## config.mk

```make
export PLATFORM = sky130hd
export DESIGN_NAME = itx_exec
export DESIGN_NICKNAME = d
export VERILOG_FILES = /design/src/itx_pkg.sv /design/src/itx_exec.sv
export SDC_FILE = /design/constraint.sdc
export NUM_CORES = 1
export LEC_CHECK = 0
export BUFFER_PORTS_ARGS = -buffer_cell sky130_fd_sc_hd__buf_2
export CAP_MARGIN = 25
export CORE_MARGIN = 2
export CORE_UTILIZATION = 45
export DETAILED_ROUTE_END_ITERATION = 16
export PLACE_DENSITY = 0.7
export SYNTH_ARGS = -nofsm -noshare
export SYNTH_HDL_FRONTEND = slang
export SYNTH_SLANG_ARGS = --single-unit
```

## constraint.sdc

```tcl
create_clock -name core_clk_i -period 5.8 [get_ports core_clk_i]
set_input_delay 0.29 -clock core_clk_i [delete_from_list [all_inputs] [get_ports core_clk_i]]
set_output_delay 0.29 -clock core_clk_i [all_outputs]
set_load 0.05 [all_outputs]
```

## src/itx_pkg.sv

```systemverilog
// Shared constants for the interrupt, timer and transfer instruction unit
package itx_pkg;

    // ------------------------------------------------------------------
    // Widths
    // ------------------------------------------------------------------
    localparam int unsigned NIB_W   = 4;
    localparam int unsigned BYTE_W  = 8;
    localparam int unsigned INSTR_W = 10;
    localparam int unsigned ADDR_W  = 8;
    localparam int unsigned DATA_W  = 32;

    // ------------------------------------------------------------------
    // Instruction codes
    // ------------------------------------------------------------------
    localparam logic [INSTR_W-1:0] OP_RET_IRQ      = 10'h046;
    localparam logic [INSTR_W-1:0] OP_RET_SUB      = 10'h044;
    localparam logic [INSTR_W-1:0] OP_RET_SUB_SKIP = 10'h045;
    localparam logic [INSTR_W-1:0] OP_IRQ_DIS      = 10'h004;
    localparam logic [INSTR_W-1:0] OP_IRQ_ENA      = 10'h005;
    localparam logic [INSTR_W-1:0] OP_TST_FLAG0    = 10'h038;
    localparam logic [INSTR_W-1:0] OP_TST_FLAG1    = 10'h039;
    localparam logic [INSTR_W-1:0] OP_TST_PIN0     = 10'h03a;
    localparam logic [INSTR_W-1:0] OP_TST_PIN1     = 10'h03b;
    localparam logic [INSTR_W-1:0] OP_RD_ICTRL1    = 10'h254;
    localparam logic [INSTR_W-1:0] OP_WR_ICTRL1    = 10'h23c;
    localparam logic [INSTR_W-1:0] OP_RD_ICTRL2    = 10'h255;
    localparam logic [INSTR_W-1:0] OP_WR_ICTRL2    = 10'h23d;
    localparam logic [INSTR_W-1:0] OP_RD_ECTRL1    = 10'h253;
    localparam logic [INSTR_W-1:0] OP_WR_ECTRL1    = 10'h217;
    localparam logic [INSTR_W-1:0] OP_RD_ECTRL2    = 10'h252;
    localparam logic [INSTR_W-1:0] OP_WR_ECTRL2    = 10'h218;
    localparam logic [INSTR_W-1:0] OP_WR_PSCTRL    = 10'h22b;
    localparam logic [INSTR_W-1:0] OP_RD_TCTRL1    = 10'h24b;
    localparam logic [INSTR_W-1:0] OP_WR_TCTRL1    = 10'h20e;
    localparam logic [INSTR_W-1:0] OP_RD_TCTRL2    = 10'h24c;
    localparam logic [INSTR_W-1:0] OP_WR_TCTRL2    = 10'h20f;
    localparam logic [INSTR_W-1:0] OP_RD_TCTRL3    = 10'h24d;
    localparam logic [INSTR_W-1:0] OP_WR_TCTRL3    = 10'h210;
    localparam logic [INSTR_W-1:0] OP_RD_TCTRL4    = 10'h24e;
    localparam logic [INSTR_W-1:0] OP_WR_TCTRL4    = 10'h211;
    localparam logic [INSTR_W-1:0] OP_RD_TCTRL5    = 10'h24f;
    localparam logic [INSTR_W-1:0] OP_WR_TCTRL5    = 10'h212;
    localparam logic [INSTR_W-1:0] OP_RD_TCTRL6    = 10'h250;
    localparam logic [INSTR_W-1:0] OP_WR_TCTRL6    = 10'h213;
    localparam logic [INSTR_W-1:0] READ_PRESCALER_OP    = 10'h275;
    localparam logic [INSTR_W-1:0] WRITE_PRESCALER_OP   = 10'h235;
    localparam logic [INSTR_W-1:0] OP_RD_TIMER_BASE     = 10'h270;
    localparam logic [INSTR_W-1:0] OP_WR_TIMER_BASE     = 10'h230;
    localparam logic [INSTR_W-1:0] HIGH_RELOAD_WRITE_OP = 10'h237;
    localparam logic [INSTR_W-1:0] RELOAD_ONLY_WRITE_OP = 10'h23f;
    localparam logic [INSTR_W-1:0] OP_RELOAD_ONLY_T3    = 10'h23b;
    localparam logic [INSTR_W-1:0] RELOAD_COPY_OP       = 10'h297;

    // ------------------------------------------------------------------
    // Bit positions
    // ------------------------------------------------------------------
    localparam int unsigned EXT0_IRQ_ENABLE_BIT = 0;
    localparam int unsigned EXT1_IRQ_ENABLE_BIT = 1;
    localparam int unsigned PIN_POLARITY_BIT    = 2;

    // ------------------------------------------------------------------
    // APB register byte offsets
    // ------------------------------------------------------------------
    localparam logic [ADDR_W-1:0] REG_ACC     = 8'h00;
    localparam logic [ADDR_W-1:0] REG_STATUS  = 8'h04;
    localparam logic [ADDR_W-1:0] REG_CTRL    = 8'h08;
    localparam logic [ADDR_W-1:0] REG_TCTRL   = 8'h0c;
    localparam logic [ADDR_W-1:0] REG_PRESC   = 8'h10;
    localparam logic [ADDR_W-1:0] REG_TIMER1  = 8'h14;
    localparam logic [ADDR_W-1:0] REG_TIMER2  = 8'h18;
    localparam logic [ADDR_W-1:0] REG_TIMER3  = 8'h1c;
    localparam logic [ADDR_W-1:0] REG_TIMER4  = 8'h20;

    // STATUS field positions
    localparam int unsigned ST_GIE  = 0;
    localparam int unsigned ST_EXT0 = 1;
    localparam int unsigned ST_EXT1 = 2;
    localparam int unsigned ST_SKIP = 3;

endpackage : itx_pkg

```

## src/itx_exec.sv

```systemverilog
// Execution unit for interrupt, timer-register and transfer instructions
//
// Behaviour
// [RULE1] Interrupt return restores pointers, carry, skip, nop mode, A and B
// [RULE2] Both subroutine returns resume caller; skipping return skips next instruction
// [RULE3] Interrupt-disable clears the global interrupt enable flag
// [RULE4] Interrupt-enable sets the global interrupt enable flag
// [RULE5] External-0 test: enabled bit clear, skip and clear flag if set
// [RULE6] External-1 test: enabled bit clear, skip and clear flag if set
// [RULE7] Pin 0 test skips on level matching first edge control bit 2
// [RULE8] Pin 1 test skips on level matching second edge control bit 2
// [RULE9] A reads and writes both interrupt and both edge control registers
// [RULE10] Prescaler control is write-only from A
// [RULE11] A reads and writes timer control registers one to four
// [RULE12] Timer control five and six transfers with their fixed codes
// [RULE13] Prescaler read: upper nibble to B, lower nibble to A
// [RULE14] Prescaler write loads count and reload together from B and A
// [RULE15] Timer reads one to four put upper nibble in B, lower in A
// [RULE16] Timer writes one to three load count and reload from B, A
// [RULE17] Timer four write loads count and low reload
// [RULE18] High reload write touches only timer four high reload
// [RULE19] Reload-only writes for timers one and three keep count
// [RULE20] Reload copy moves timer four low reload into timer four count
// [RULE21] Every instruction is one word, one cycle; bytes split B high, A low
// [RULE22] A skipped instruction is fetched but suppressed
//
// Added by the designer: the register addresses and the APB register port.
`timescale 1ns/100ps
`default_nettype none

module itx_exec
    import itx_pkg::*;
(
    input  wire logic                  core_clk_i,
    input  wire logic                  rst_n_i,
    // Instruction stream from the core
    input  wire logic                  instr_valid_i,
    input  wire logic [INSTR_W-1:0]    instr_i,
    // Interrupt entry snapshot inputs
    input  wire logic                  irq_entry_i,
    input  wire logic [NIB_W-1:0]      dp_x_i,
    input  wire logic [NIB_W-1:0]      dp_y_i,
    input  wire logic [1:0]            dp_z_i,
    input  wire logic                  carry_i,
    input  wire logic                  nop_mode_i,
    // External request events and pins
    input  wire logic                  ext0_req_i,
    input  wire logic                  ext1_req_i,
    input  wire logic                  ext_irq_pin_zero_i,
    input  wire logic                  ext_irq_pin_one_i,
    // Core side results
    output logic                       global_irq_enable_flag_o,
    output logic                       skip_o,
    output logic                       ret_sub_o,
    output logic                       ret_irq_o,
    output logic [NIB_W-1:0]           restore_x_o,
    output logic [NIB_W-1:0]           restore_y_o,
    output logic [1:0]                 restore_z_o,
    output logic                       restore_carry_o,
    output logic                       restore_nop_mode_o,
    output logic [NIB_W-1:0]           acc_a_o,
    output logic [NIB_W-1:0]           acc_b_o,
    // APB slave
    input  wire logic                  psel_i,
    input  wire logic                  penable_i,
    input  wire logic                  pwrite_i,
    input  wire logic [ADDR_W-1:0]     paddr_i,
    input  wire logic [DATA_W-1:0]     pwdata_i,
    output logic [DATA_W-1:0]          prdata_o,
    output logic                       pready_o,
    output logic                       pslverr_o
);

    // ------------------------------------------------------------------
    // State
    // ------------------------------------------------------------------
    typedef struct packed {
        logic [NIB_W-1:0]   acc_a;
        logic [NIB_W-1:0]   acc_b;
        logic               gie;
        logic               ext0_request_flag;
        logic               ext1_request_flag;
        logic               skip;
        logic [NIB_W-1:0]   irq_ctrl_first;
        logic [NIB_W-1:0]   irq_ctrl_second;
        logic [NIB_W-1:0]   edge_ctrl_first;
        logic [NIB_W-1:0]   edge_ctrl_second;
        logic [NIB_W-1:0]   prescaler_ctrl;
        logic [5:0][NIB_W-1:0] timer_ctrl;
        logic [BYTE_W-1:0]  prescaler_count;
        logic [BYTE_W-1:0]  prescaler_reload;
        logic [3:0][BYTE_W-1:0] timer_count;
        logic [2:0][BYTE_W-1:0] timer_reload;
        logic [BYTE_W-1:0]  timer_four_low_reload;
        logic [BYTE_W-1:0]  timer_four_high_reload;
        logic [NIB_W-1:0]   sv_x;
        logic [NIB_W-1:0]   sv_y;
        logic [1:0]         sv_z;
        logic               sv_carry;
        logic               sv_nop;
        logic               sv_skip;
        logic [NIB_W-1:0]   sv_a;
        logic [NIB_W-1:0]   sv_b;
        logic               ret_sub;
        logic               ret_irq;
        logic               pin0_meta;
        logic               pin0_sync;
        logic               pin1_meta;
        logic               pin1_sync;
        logic [DATA_W-1:0]  rdata;
        logic               bus_err;
    } state_s;

    state_s state_q;
    state_s state_d;

    logic               exec;
    logic               set_skip;
    logic               apb_setup;
    logic               apb_access;
    logic               addr_hit;
    logic [DATA_W-1:0]  rd_mux;
    logic [1:0]         tsel;

    // ------------------------------------------------------------------
    // APB read decode
    // ------------------------------------------------------------------
    // Read mux of mapped registers, unmapped reads return zero
    always_comb
    begin
        addr_hit = 1'b1;
        rd_mux   = '0;
        unique case (paddr_i)
            REG_ACC:    rd_mux = {24'h000000, state_q.acc_b, state_q.acc_a};
            REG_STATUS: rd_mux = {28'h0000000, state_q.skip,
                                  state_q.ext1_request_flag,
                                  state_q.ext0_request_flag, state_q.gie};
            REG_CTRL:   rd_mux = {12'h000, state_q.prescaler_ctrl,
                                  state_q.edge_ctrl_second, state_q.edge_ctrl_first,
                                  state_q.irq_ctrl_second, state_q.irq_ctrl_first};
            REG_TCTRL:  rd_mux = {8'h00, state_q.timer_ctrl};
            REG_PRESC:  rd_mux = {16'h0000, state_q.prescaler_reload,
                                  state_q.prescaler_count};
            REG_TIMER1: rd_mux = {16'h0000, state_q.timer_reload[0],
                                  state_q.timer_count[0]};
            REG_TIMER2: rd_mux = {16'h0000, state_q.timer_reload[1],
                                  state_q.timer_count[1]};
            REG_TIMER3: rd_mux = {16'h0000, state_q.timer_reload[2],
                                  state_q.timer_count[2]};
            REG_TIMER4: rd_mux = {8'h00, state_q.timer_four_high_reload,
                                  state_q.timer_four_low_reload,
                                  state_q.timer_count[3]};
            default:
            begin
                addr_hit = 1'b0;
                rd_mux   = '0;
            end
        endcase
    end

    // ------------------------------------------------------------------
    // Next state
    // ------------------------------------------------------------------
    always_comb
    begin
        state_d = state_q;
        tsel    = instr_i[1:0];

        // Pin synchronisers, first stage feeds only the second
        state_d.pin0_meta = ext_irq_pin_zero_i;
        state_d.pin0_sync = state_q.pin0_meta;
        state_d.pin1_meta = ext_irq_pin_one_i;
        state_d.pin1_sync = state_q.pin1_meta;

        state_d.ret_sub = 1'b0;
        state_d.ret_irq = 1'b0;

        // Suppressed instruction consumes the skip and nothing else
        exec     = instr_valid_i & ~state_q.skip;  // see [RULE22]
        set_skip = 1'b0;
        if (instr_valid_i && state_q.skip)
        begin
            state_d.skip = 1'b0;  // see [RULE22]
        end

        // Snapshot taken on interrupt entry
        if (irq_entry_i)
        begin
            state_d.sv_x     = dp_x_i;
            state_d.sv_y     = dp_y_i;
            state_d.sv_z     = dp_z_i;
            state_d.sv_carry = carry_i;
            state_d.sv_nop   = nop_mode_i;
            state_d.sv_skip  = state_q.skip;
            state_d.sv_a     = state_q.acc_a;
            state_d.sv_b     = state_q.acc_b;
        end

        // One word, one cycle execution
        if (exec)  // see [RULE21]
        begin
            case (instr_i)
                OP_RET_IRQ:
                begin
                    state_d.ret_irq = 1'b1;  // see [RULE1]
                    state_d.acc_a   = state_q.sv_a;
                    state_d.acc_b   = state_q.sv_b;
                    set_skip        = state_q.sv_skip;  // see [RULE1]
                end
                OP_RET_SUB:      state_d.ret_sub = 1'b1;  // see [RULE2]
                OP_RET_SUB_SKIP:
                begin
                    state_d.ret_sub = 1'b1;
                    set_skip        = 1'b1;  // see [RULE2]
                end
                OP_IRQ_DIS:      state_d.gie = 1'b0;  // see [RULE3]
                OP_IRQ_ENA:      state_d.gie = 1'b1;  // see [RULE4]
                OP_TST_FLAG0:
                begin
                    if (!state_q.irq_ctrl_first[EXT0_IRQ_ENABLE_BIT]
                        && state_q.ext0_request_flag)
                    begin
                        set_skip                  = 1'b1;  // see [RULE5]
                        state_d.ext0_request_flag = 1'b0;
                    end
                end
                OP_TST_FLAG1:
                begin
                    if (!state_q.irq_ctrl_first[EXT1_IRQ_ENABLE_BIT]
                        && state_q.ext1_request_flag)
                    begin
                        set_skip                  = 1'b1;  // see [RULE6]
                        state_d.ext1_request_flag = 1'b0;
                    end
                end
                OP_TST_PIN0:
                    set_skip = ~(state_q.pin0_sync
                               ^ state_q.edge_ctrl_first[PIN_POLARITY_BIT]);  // see [RULE7]
                OP_TST_PIN1:
                    set_skip = ~(state_q.pin1_sync
                               ^ state_q.edge_ctrl_second[PIN_POLARITY_BIT]);  // see [RULE8]
                OP_RD_ICTRL1: state_d.acc_a = state_q.irq_ctrl_first;    // see [RULE9]
                OP_WR_ICTRL1: state_d.irq_ctrl_first = state_q.acc_a;    // see [RULE9]
                OP_RD_ICTRL2: state_d.acc_a = state_q.irq_ctrl_second;   // see [RULE9]
                OP_WR_ICTRL2: state_d.irq_ctrl_second = state_q.acc_a;   // see [RULE9]
                OP_RD_ECTRL1: state_d.acc_a = state_q.edge_ctrl_first;   // see [RULE9]
                OP_WR_ECTRL1: state_d.edge_ctrl_first = state_q.acc_a;   // see [RULE9]
                OP_RD_ECTRL2: state_d.acc_a = state_q.edge_ctrl_second;  // see [RULE9]
                OP_WR_ECTRL2: state_d.edge_ctrl_second = state_q.acc_a;  // see [RULE9]
                OP_WR_PSCTRL: state_d.prescaler_ctrl = state_q.acc_a;    // see [RULE10]
                OP_RD_TCTRL1: state_d.acc_a = state_q.timer_ctrl[0];     // see [RULE11]
                OP_WR_TCTRL1: state_d.timer_ctrl[0] = state_q.acc_a;     // see [RULE11]
                OP_RD_TCTRL2: state_d.acc_a = state_q.timer_ctrl[1];     // see [RULE11]
                OP_WR_TCTRL2: state_d.timer_ctrl[1] = state_q.acc_a;     // see [RULE11]
                OP_RD_TCTRL3: state_d.acc_a = state_q.timer_ctrl[2];     // see [RULE11]
                OP_WR_TCTRL3: state_d.timer_ctrl[2] = state_q.acc_a;     // see [RULE11]
                OP_RD_TCTRL4: state_d.acc_a = state_q.timer_ctrl[3];     // see [RULE11]
                OP_WR_TCTRL4: state_d.timer_ctrl[3] = state_q.acc_a;     // see [RULE11]
                OP_RD_TCTRL5: state_d.acc_a = state_q.timer_ctrl[4];     // see [RULE12]
                OP_WR_TCTRL5: state_d.timer_ctrl[4] = state_q.acc_a;     // see [RULE12]
                OP_RD_TCTRL6: state_d.acc_a = state_q.timer_ctrl[5];     // see [RULE12]
                OP_WR_TCTRL6: state_d.timer_ctrl[5] = state_q.acc_a;     // see [RULE12]
                READ_PRESCALER_OP:
                    {state_d.acc_b, state_d.acc_a} = state_q.prescaler_count;  // see [RULE13]
                WRITE_PRESCALER_OP:
                begin
                    state_d.prescaler_count  = {state_q.acc_b, state_q.acc_a};  // see [RULE14]
                    state_d.prescaler_reload = {state_q.acc_b, state_q.acc_a};
                end
                OP_RD_TIMER_BASE, OP_RD_TIMER_BASE + 10'h001,
                OP_RD_TIMER_BASE + 10'h002, OP_RD_TIMER_BASE + 10'h003:
                    {state_d.acc_b, state_d.acc_a} = state_q.timer_count[tsel];  // see [RULE15]
                OP_WR_TIMER_BASE, OP_WR_TIMER_BASE + 10'h001,
                OP_WR_TIMER_BASE + 10'h002:
                begin
                    state_d.timer_count[tsel]  = {state_q.acc_b, state_q.acc_a};  // see [RULE16]
                    state_d.timer_reload[tsel] = {state_q.acc_b, state_q.acc_a};
                end
                OP_WR_TIMER_BASE + 10'h003:
                begin
                    state_d.timer_count[3]  = {state_q.acc_b, state_q.acc_a};  // see [RULE17]
                    state_d.timer_four_low_reload = {state_q.acc_b, state_q.acc_a};
                end
                HIGH_RELOAD_WRITE_OP:
                    state_d.timer_four_high_reload = {state_q.acc_b, state_q.acc_a};  // see [RULE18]
                RELOAD_ONLY_WRITE_OP:
                    state_d.timer_reload[0] = {state_q.acc_b, state_q.acc_a};  // see [RULE19]
                OP_RELOAD_ONLY_T3:
                    state_d.timer_reload[2] = {state_q.acc_b, state_q.acc_a};  // see [RULE19]
                RELOAD_COPY_OP:
                    state_d.timer_count[3] = state_q.timer_four_low_reload;  // see [RULE20]
                default: ;
            endcase
        end
        if (set_skip)
        begin
            state_d.skip = 1'b1;
        end

        // APB setup phase latches read data and error, access phase writes
        apb_setup  = psel_i & ~penable_i;
        apb_access = psel_i & penable_i;
        if (apb_setup)
        begin
            state_d.rdata   = rd_mux;
            state_d.bus_err = ~addr_hit;
        end
        if (apb_access && pwrite_i && addr_hit)
        begin
            if (paddr_i == REG_ACC)
            begin
                state_d.acc_a = pwdata_i[NIB_W-1:0];
                state_d.acc_b = pwdata_i[2*NIB_W-1:NIB_W];
            end
            if (paddr_i == REG_STATUS)
            begin
                if (pwdata_i[ST_EXT0])
                begin
                    state_d.ext0_request_flag = 1'b0;
                end
                if (pwdata_i[ST_EXT1])
                begin
                    state_d.ext1_request_flag = 1'b0;
                end
            end
        end

        // Hardware set wins over any clear in the same cycle
        if (ext0_req_i)
        begin
            state_d.ext0_request_flag = 1'b1;
        end
        if (ext1_req_i)
        begin
            state_d.ext1_request_flag = 1'b1;
        end
    end

    // ------------------------------------------------------------------
    // State register
    // ------------------------------------------------------------------
    always_ff @(posedge core_clk_i or negedge rst_n_i)
    begin
        if (!rst_n_i)
        begin
            state_q <= '0;
        end
        else
        begin
            state_q <= state_d;
        end
    end

    // ------------------------------------------------------------------
    // Outputs
    // ------------------------------------------------------------------
    assign global_irq_enable_flag_o = state_q.gie;
    assign skip_o                   = state_q.skip;
    assign ret_sub_o                = state_q.ret_sub;
    assign ret_irq_o                = state_q.ret_irq;
    assign restore_x_o              = state_q.sv_x;  // see [RULE1]
    assign restore_y_o              = state_q.sv_y;
    assign restore_z_o              = state_q.sv_z;
    assign restore_carry_o          = state_q.sv_carry;
    assign restore_nop_mode_o       = state_q.sv_nop;
    assign acc_a_o                  = state_q.acc_a;
    assign acc_b_o                  = state_q.acc_b;
    assign prdata_o                 = state_q.rdata;
    assign pready_o                 = 1'b1;
    assign pslverr_o                = psel_i & penable_i & state_q.bus_err;

endmodule : itx_exec

`default_nettype wire

```

**Word-level counts from Yosys, hierarchy flattened**

Cells that the tools add are included.

- Bitwise operators: 11
- $mul: 0
- Divide/modulo/power cells: 0
- Equal/unequal tests: 52
- Mux-type cells: 36
- Add/sub/neg operators: 0
- Reductions and logical operators: 37
- $lt $le $gt $ge: 2
- Shift operators: 0

Operators by type and width:

| kind | count |
|---|---|
| $eq 10x10->1 const B | 35 |
| $pmux 24 s9 | 1 |
| $pmux 4 s13 | 1 |
| $eq 10x6->1 const B | 4 |
| $reduce_and 2->1 | 19 |
| $bwmux 32 | 1 |
| $eq 8x5->1 const B | 4 |
| $mux 8 | 4 |
| $pmux 8 s2 | 2 |
| $eq 10x7->1 const B | 3 |
| $bwmux 24 | 1 |
| $pmux 8 s3 | 1 |
| $eq 10x3->1 const B | 2 |
| $bmux 8 s2 | 1 |
| $demux 8 s2 | 1 |
| $eq 8x4->1 const B | 2 |
| $mux 1 | 16 |
| $pmux 4 s3 | 1 |
| $mux 11 | 1 |
| $reduce_or 9->1 | 1 |
| $eq 8x3->1 const B | 1 |
| $eq 8x6->1 const B | 1 |
| $logic_not 8->1 | 1 |
| $reduce_bool 2->1 | 4 |
| other kinds (14) | 30 |

- RAM bits: 0
- Memories kept: 0
- Register bits: 196
- Bits of input ports: 73
- Latch bits: 0
- Memory bits (read-only): 0
- Output and inout bits: 58

**Longest topological paths before layout**

Gate-level depths: netlist of the first run.

- Word-level depth: 9
- Mapped depth: 9
- Gate-level depth less buffers: 6

**Worst setup path before layout of the first run**

No wires, ideal clock.

- Kind: register -> register
- From: reg state_q, in the netlist skip_o
- To: reg state_q[164] in the netlist's numbering
- Path slack: 3,697 ps
- Required time: 5,675 ps
- Arrival time: 1,978 ps
- Cell stages (with the launch flop): 7
- Period minus slack after synthesis: 2,103 ps
- Cell sequence: dfrtp_1 -> nor4b_4 -> nand2b_4 -> nor2_1 -> nand2_1 -> nor2_1 -> mux2_2

- Word-level cells in the longest chain between the ends: 3

RTL lines:

| element | line | text |
|---|---|---|
| from (decl) | itx_exec.sv:114 | `state_s state_q;` |
| from (signal assigned) | itx_exec.sv:350 | `state_q <= state_d;` |
| $not 1->1 | itx_exec.sv:179 | `exec = instr_valid_i & ~state_q.skip;` |
| $and 1x1->1 | itx_exec.sv:179 |  |
| $reduce_and 2->1 (no line) | - |  |

Every way passes these cells.
A chain may end at the register's enable or synchronous reset.

**Worst setup path after layout of the first run**

- From: in paddr_i[2]
- To: reg state_q, in the netlist prdata_o[4]

- Word-level cells in the longest chain between the ends: 2
- Elaborated cells on any way between the ends: 10
- Classes of those cells: 8 x eq/ne; 1 x mux; 1 x reduce/logical

RTL lines:

| element | line | text |
|---|---|---|
| from (decl) | itx_exec.sv:67 | `input wire logic [ADDR_W-1:0] paddr_i,` |
| $eq 8x6->1 (tied with other cells) | itx_exec.sv:133 | `unique case (paddr_i)` |
| $pmux 24 s9 * | itx_exec.sv:133 |  |

Mark *: on every way between the ends. The rest lies on a longest branch, timed or not.

==> metrics, run 1 <==
required time reported for the critical path endpoint 6190 ps; data arrival time of the critical path 3370 ps; Main synth FF type sky130_fd_sc_hd__dfrtp_1; Net count, final 924; Critical R2R Launch skip_o; number of max-slew violations in the final report 0; number of warning messages in the yosys log 0; gate count of the mapped netlist 819; count of maximum capacitance violations 0; number of H-tree branching levels 4; CTS Root Cell sky130_fd_sc_hd__clkbuf_16; async set-or-reset flop fraction in the synthesized netlist 100%; post-synthesis cell type with the largest combined area sky130_fd_sc_hd__dfrtp_1; number of rows created at floorplan 52; delay of the slowest cell on the worst path 990 ps; area of the placeable core 20400 um2; post-placement cell count 1096; origin of the worst setup path paddr_i[2]; actual transition at the worst max-transition pin 1050 ps; horizontal die dimension 149 um; unrepaired setup endpoints after global routing false; overall die area 22100 um2; Non-Filler Instances 1134; classification of the worst-slack hold path in -> reg; top-level I/O count 131; Worst Skew 9.10 ps; type of element launching the critical path input pin; most frequent cells after synthesis sky130_fd_sc_hd__dfrtp_1 (180), sky130_fd_sc_hd__mux2_2 (141), sky130_fd_sc_hd__buf_4 (55); worst setup slack after layout 2820 ps; fin crit period 2980 ps; Max Fanout on Critical Path 21; residual DRC count 0; Post-Route WL 26600 um; placement-stage worst setup slack 2390 ps; Slew headroom 29.2%; Initial Utilization 46.2%; total of flip-flops plus latches after synthesis 180; count of filler cells inserted in the layout 1805; CTS Buffer Depth 2; sequential element share of the synthesized area 47.7%; LEAKAGE 4.76 nW; share of post-route cells with drive strength above 1 35.6%; DRT antenna net count 0; reg2reg path depth 6; hold depth 2; critical-path cell list buf_2 -> nor4_4 -> and3_1 -> o21bai_2 -> buf_4 -> a31oi_1 -> a21o_1; most frequent cell after synthesis sky130_fd_sc_hd__dfrtp_1; diode insertion count for antenna repair 0; Hold Path Origin ext0_req_i; clock tree sinks 180; outcome completed; detailed placement HPWL 18400 um; element type at the critical path end flop; Final Setup Violations 0; setup TNS after final layout 0 ps; final number of hold-violating endpoints 0; critical-path cell with the highest stage delay sky130_fd_sc_hd__and3_1; area overhead of the layout relative to synthesis 9.94%; clock tree from TritonCTS yes; drt pass-1 iters 5; via count 6936; number of antenna violations at the first check in global routing 0; number of clock buffers inserted by TritonCTS 17; die outline height 149 um; global-route wire length before repair 40600 um; largest net degree at the start of global routing 80; fmax 335 MHz; top cells by area in the synthesized netlist sky130_fd_sc_hd__dfrtp_1 (48%), sky130_fd_sc_hd__mux2_2 (17%), sky130_fd_sc_hd__buf_4 (4.4%); number of flops mapped to enable cells by yosys 0; top cell type's share of synthesized area 47.7%; initial drt markers 786; kind of critical path in -> reg; detail-routed net length per standard cell 23.4 um; Cell variety after synth 68; area of the mapped netlist 9440 um2; final worst-path cycle share 51.4%; average cell area after synthesis 11.5 um2; mean number of vias per cell 6.12; GRT Resource Usage Total 24.5%; input/output buffers 97; postcts setup bufs 0; utilization after layout 50.8%; Remaining Overflow, GRT 0; placer congestion estimate 0.955; clock transition at the register clock pins on the worst setup and hold paths after CTS 70 ps; clock latency of the later-clocked register in the worst-skew pair 440 ps; vias in the first global route 6854; power per cell area 258 nW/um2; Max rail drop VDD 0.206 mV
area by class of cell:
class / count / area, um2 / share of cell area (%)
Clock buffer: 17 / 425 / 4.10
Clock inverter: 15 / 159 / 1.53
Inverter: 2 / 7.51 / 0.0724
Multi-Input combinational cell: 540 / 4310 / 41.6
Sequential cell: 180 / 4500 / 43.4
Tap cell: 270 / 338 / 3.26
Timing Repair Buffer: 110 / 628 / 6.05
worst max-delay path, delay by kind of cell:
family | cells | cell delay (ps)
buffers and inverters | 2 | 520
and+or+nand+nor | 2 | 1850
AOI/OAI and AO/OA | 3 | 690
what timing repair did:
item / CTS / global route
hold buffers: 3 / 0
gates resized for setup: 0 / 0
hold endpoints to repair: 31 / 0
layer usage:
metal  global-route usage, %  routed length, um
met3                    4.34               1560
met1                    32.3              11100
met4                    11.4               1100
met5                       0                  0
met2                    39.5              12900
state kept, by name (all words and copies together), names as in the netlist:
signal / cells
skip_o: 1
acc_a_o: 4
restore_y_o: 4
restore_x_o: 4
global_irq_enable_flag_o: 1
ret_sub_o: 1
restore_nop_mode_o: 1
prdata_o: 24
restore_z_o: 2
restore_carry_o: 1
state_q: 130
state_d: 2
ret_irq_o: 1
acc_b_o: 4
stage by stage:
| stage | total power [mW] | instance area (um2) | hold slack, ps |
|---|---|---|---|
| after floorplan | 1.46 | 9460 | -5.59 |
| after global placement | 1.53 | 9700 | 184 |
| after detailed placement | 1.53 | 9710 | 187 |
| after CTS | 2.68 | 10300 | 31.5 |
| after global routing | 2.76 | 10400 | 38.5 |
| final | 2.67 | 10400 | 43.0 |
cell usage in the layout (no fill, tap or decap), types with 3 or more instances in the layout:
cell type / n
sky130_fd_sc_hd__a21o_1: 11
sky130_fd_sc_hd__a21oi_1: 36
sky130_fd_sc_hd__a221oi_1: 11
sky130_fd_sc_hd__a222oi_1: 6
sky130_fd_sc_hd__a22o_1: 7
sky130_fd_sc_hd__a22oi_1: 44
sky130_fd_sc_hd__a31oi_1: 10
sky130_fd_sc_hd__and2_1: 7
sky130_fd_sc_hd__and3_1: 3
sky130_fd_sc_hd__buf_2: 96
sky130_fd_sc_hd__buf_4: 7
sky130_fd_sc_hd__clkbuf_16: 17
sky130_fd_sc_hd__conb_1: 9
sky130_fd_sc_hd__dfrtp_1: 180
sky130_fd_sc_hd__dlygate4sd3_1: 3
sky130_fd_sc_hd__inv_6: 5
sky130_fd_sc_hd__inv_8: 3
sky130_fd_sc_hd__mux2_2: 141
sky130_fd_sc_hd__mux2i_1: 9
sky130_fd_sc_hd__mux4_1: 4
sky130_fd_sc_hd__mux4_2: 5
sky130_fd_sc_hd__nand2_1: 52
sky130_fd_sc_hd__nand2b_1: 12
sky130_fd_sc_hd__nand3_1: 18
sky130_fd_sc_hd__nand4_1: 5
sky130_fd_sc_hd__nand4b_1: 4
sky130_fd_sc_hd__nor2_1: 39
sky130_fd_sc_hd__nor2_4: 4
sky130_fd_sc_hd__nor2b_1: 8
sky130_fd_sc_hd__nor3_1: 8
sky130_fd_sc_hd__nor3b_1: 3
sky130_fd_sc_hd__nor4_4: 4
sky130_fd_sc_hd__o211ai_1: 5
sky130_fd_sc_hd__o21ai_0: 19
sky130_fd_sc_hd__o22a_1: 4
sky130_fd_sc_hd__o22ai_1: 8
sky130_fd_sc_hd__o2bb2ai_1: 5
sky130_fd_sc_hd__or3_1: 3
sky130_fd_sc_hd__xnor2_1: 3
logic make-up (layout without fill, tap and decap cells):
group | count (synthesis) | in the layout | synth area share (%)
DFF | 180 | 180 | 47.7
muxes | 159 | 159 | 20.1
other | 2 | 9 | 0.0796
AOI/OAI and AO/OA | 182 | 182 | 13.6
buffers and inverters | 106 | 144 | 6.93
xor gates and xnor gates | 3 | 3 | 0.278
and+or+nand+nor | 187 | 187 | 11.3
report_power, final:
part           leakage (nW)  switching (mW)  internal (mW)
Clock                 0.288           0.551          0.610
Sequential             2.46          0.0241           1.27
Combinational          2.02           0.154         0.0626
Total                  4.76           0.728           1.95
final timing paths:
kind | endpoint | slack [ps]
worst max register to register | state_q[161] | 3410
min in group asynchronous | global_irq_enable_flag_o | 280
max in group asynchronous | state_q[70] | 4310
worst max-delay path | prdata_o[4] | 2820
worst min-delay path | state_q[194] | 40
worst min register to register | state_q[33] | 350
Power figures use the tool's default switching activity.
==> run 2: changes to the inputs <==
- PLACE_DENSITY: 0.7 -> 0.72
- clock period: 5.8 -> 2.6 ns (I/O delays scaled with it)
==> metrics, run 2 (same netlist as run 1, synthesis figures left out) <==
outcome completed; number of clock buffers inserted by TritonCTS 17 (unchanged); element type at the critical path end flop; finished layout cell area 10900 um2 (+4.6%); type of element launching the critical path flop; area of the placeable core 20400 um2 (unchanged); number of max-slew violations in the final report 0 (unchanged); wire length on met3 1920 um (+23%); GRT Resource Usage Total 25.2% (+0.67 points); Slew headroom 54.0% (+25 points); Post-Route WL 27000 um (+1.6%); Reg with most FFs state_q; detailed placement HPWL 19400 um (+5.0%); Max Fanout on Critical Path 7 (-67%); via count 7172 (+3.4%); power per cell area 555 nW/um2 (+120%); top layer used by detailed routing met4; placer congestion estimate 0.925 (-3.2%); share of post-route cells with drive strength above 1 37.2% (+1.6 points); die outline height 149 um (unchanged); Max rail drop VDD 0.443 mV (+120%); overall die area 22100 um2 (unchanged); flip-flop count of the largest register, all copies and words added 130 (unchanged); number of antenna violations at the first check in global routing 0 (unchanged); Int Power 4.42 mW (+130%); initial drt markers 663 (-16%); mean number of vias per cell 6.02 (-1.5%); number of gates resized after CTS 0 (unchanged); top library cells by usage in the layout, fill and taps aside sky130_fd_sc_hd__dfrtp_1 (180), sky130_fd_sc_hd__mux2_2 (141), sky130_fd_sc_hd__buf_2 (96); area overhead of the layout relative to synthesis 15.0%; input/output buffers 97 (unchanged); kind of critical path reg -> reg; CTS Buffer Depth 2 (unchanged); Flop pwr share 47.7% (-0.8 points); actual transition at the worst max-transition pin 672 ps (-382 ps); setup TNS after final layout 0 ps (unchanged); top-level I/O count 131 (unchanged); count of maximum capacitance violations 0 (unchanged); DRT antenna net count 0 (unchanged); required time reported for the critical path endpoint 2920 ps (-3270 ps); fin crit period 2190 ps; Cell Area, Placed 10000 um2 (+3.1%); clock transition at the register clock pins on the worst setup and hold paths after CTS 70 ps (about the same); clock tree sinks 180 (unchanged); Final Setup Violations 0 (unchanged); detail-routed net length per standard cell 22.7 um (-3.3%); Remaining Overflow, GRT 0 (unchanged); Initial Utilization 46.2% (unchanged); routed length on met2 13200 um (+2.6%); final worst-path cycle share 84.4%; fmax 456 MHz; largest net degree at the start of global routing 60 (-25%); Worst Skew 7.17 ps (-1.93 ps); unrepaired setup endpoints after global routing false; clock tree from TritonCTS yes; LEAKAGE 5.02 nW (+5.5%); Switching Power 1.60 mW (+120%); vias in the first global route 7218 (+5.3%); net switching fraction of the power 26.6% (-0.68 points); count of filler cells inserted in the layout 1803 (-0.11%); CTS Root Cell sky130_fd_sc_hd__clkbuf_16; wire length on met1 10700 um (-3.7%); classification of the worst-slack hold path in -> reg; horizontal die dimension 149 um (unchanged); number of H-tree branching levels 4 (unchanged); leading cell type in the layout, fill and taps excluded sky130_fd_sc_hd__dfrtp_1; postcts setup bufs 0 (unchanged); Net count, final 981 (+6.2%); final number of hold-violating endpoints 0 (unchanged); data arrival time of the critical path 2520 ps (-850 ps); diode insertion count for antenna repair 0 (unchanged); part of the total power dissipated in the clock network 43.2% (-0.2 points); clock latency of the later-clocked register in the worst-skew pair 440 ps (about the same); number of rows created at floorplan 52 (unchanged); global-route wire length before repair 41900 um (+3.2%); fraction of power consumed by combinational cells 9.1% (+1.0 points); residual DRC count 0 (unchanged); drt pass-1 iters 5 (unchanged)
==> run 2: cell type report <==
type | instances | area (um2) | share of cell area [%]
Sequential cell | 180 | 4500 | 41.5
Multi-Input combinational cell | 540 | 4310 | 39.7
Timing Repair Buffer | 167 | 1100 | 10.2
Clock buffer | 19 | 453 | 4.17
Tap cell | 270 | 338 | 3.11
Clock inverter | 13 | 143 | 1.31
Inverter | 2 | 7.51 | 0.0692
==> run 2: final timing paths <==
path | from | endpoint | slack (ps) | cells after the start
worst max-delay path | skip_o | state_q[178] | 410 | 6
worst min register to register | state_d[33] | state_q[33] | 360 | 0
max in group asynchronous | rst_n_i | state_q[134] | 1580 | 3
worst min-delay path | instr_valid_i | skip_o | 20 | 3
min in group asynchronous | rst_n_i | state_q[188] | 240 | 2
worst max register to register | skip_o | state_q[178] | 410 | 6
==> run 2: worst max-delay path, cell delays in order, from the launching register on <==
cell and delay (ps):
sky130_fd_sc_hd__dfrtp_1 480, sky130_fd_sc_hd__nor4b_4 390, sky130_fd_sc_hd__nand2b_4 130, sky130_fd_sc_hd__nor2_1 180, sky130_fd_sc_hd__buf_4 150, sky130_fd_sc_hd__nand3_1 330, sky130_fd_sc_hd__mux2_2 410
==> run 2: layer usage <==
layer | up-vias | global-route usage, %
met5 | - | 0
met4 | 0 | 12.2
met3 | 76 | 5.02
met2 | 318 | 41.3
met1 | 3619 | 32.1
li1 | 3159 | -
==> run 2: repair_timing <==
action                                  CTS  global route
endpoints found under the setup margin    0             0
hold buffers                             25             0
hold endpoints to repair                 79             0
==> run 2: power by group through the flow <==
stage / logic (mW) / registers (mW) / clock network [mW]
floorplan: 0.338 / 2.93 / 0
global placement: 0.513 / 2.92 / 0
detailed placement: 0.517 / 2.93 / 0
CTS: 0.548 / 2.87 / 2.63
global route: 0.589 / 2.88 / 2.74
finish: 0.548 / 2.87 / 2.60
==> run 2: per-stage QoR <==
step                worst slack [ps]  std cells  hold slack, ps  util, %  total power, mW
global placement                 170       1134             140     49.0             3.44
floorplan                        497        826            -166        -             3.27
CTS                              448       1191            10.3     53.1             6.05
detailed placement               158       1134             141     49.0             3.44
global route                     344       1191            49.8     53.1             6.21
finish                           406       1191            15.7     53.1             6.02
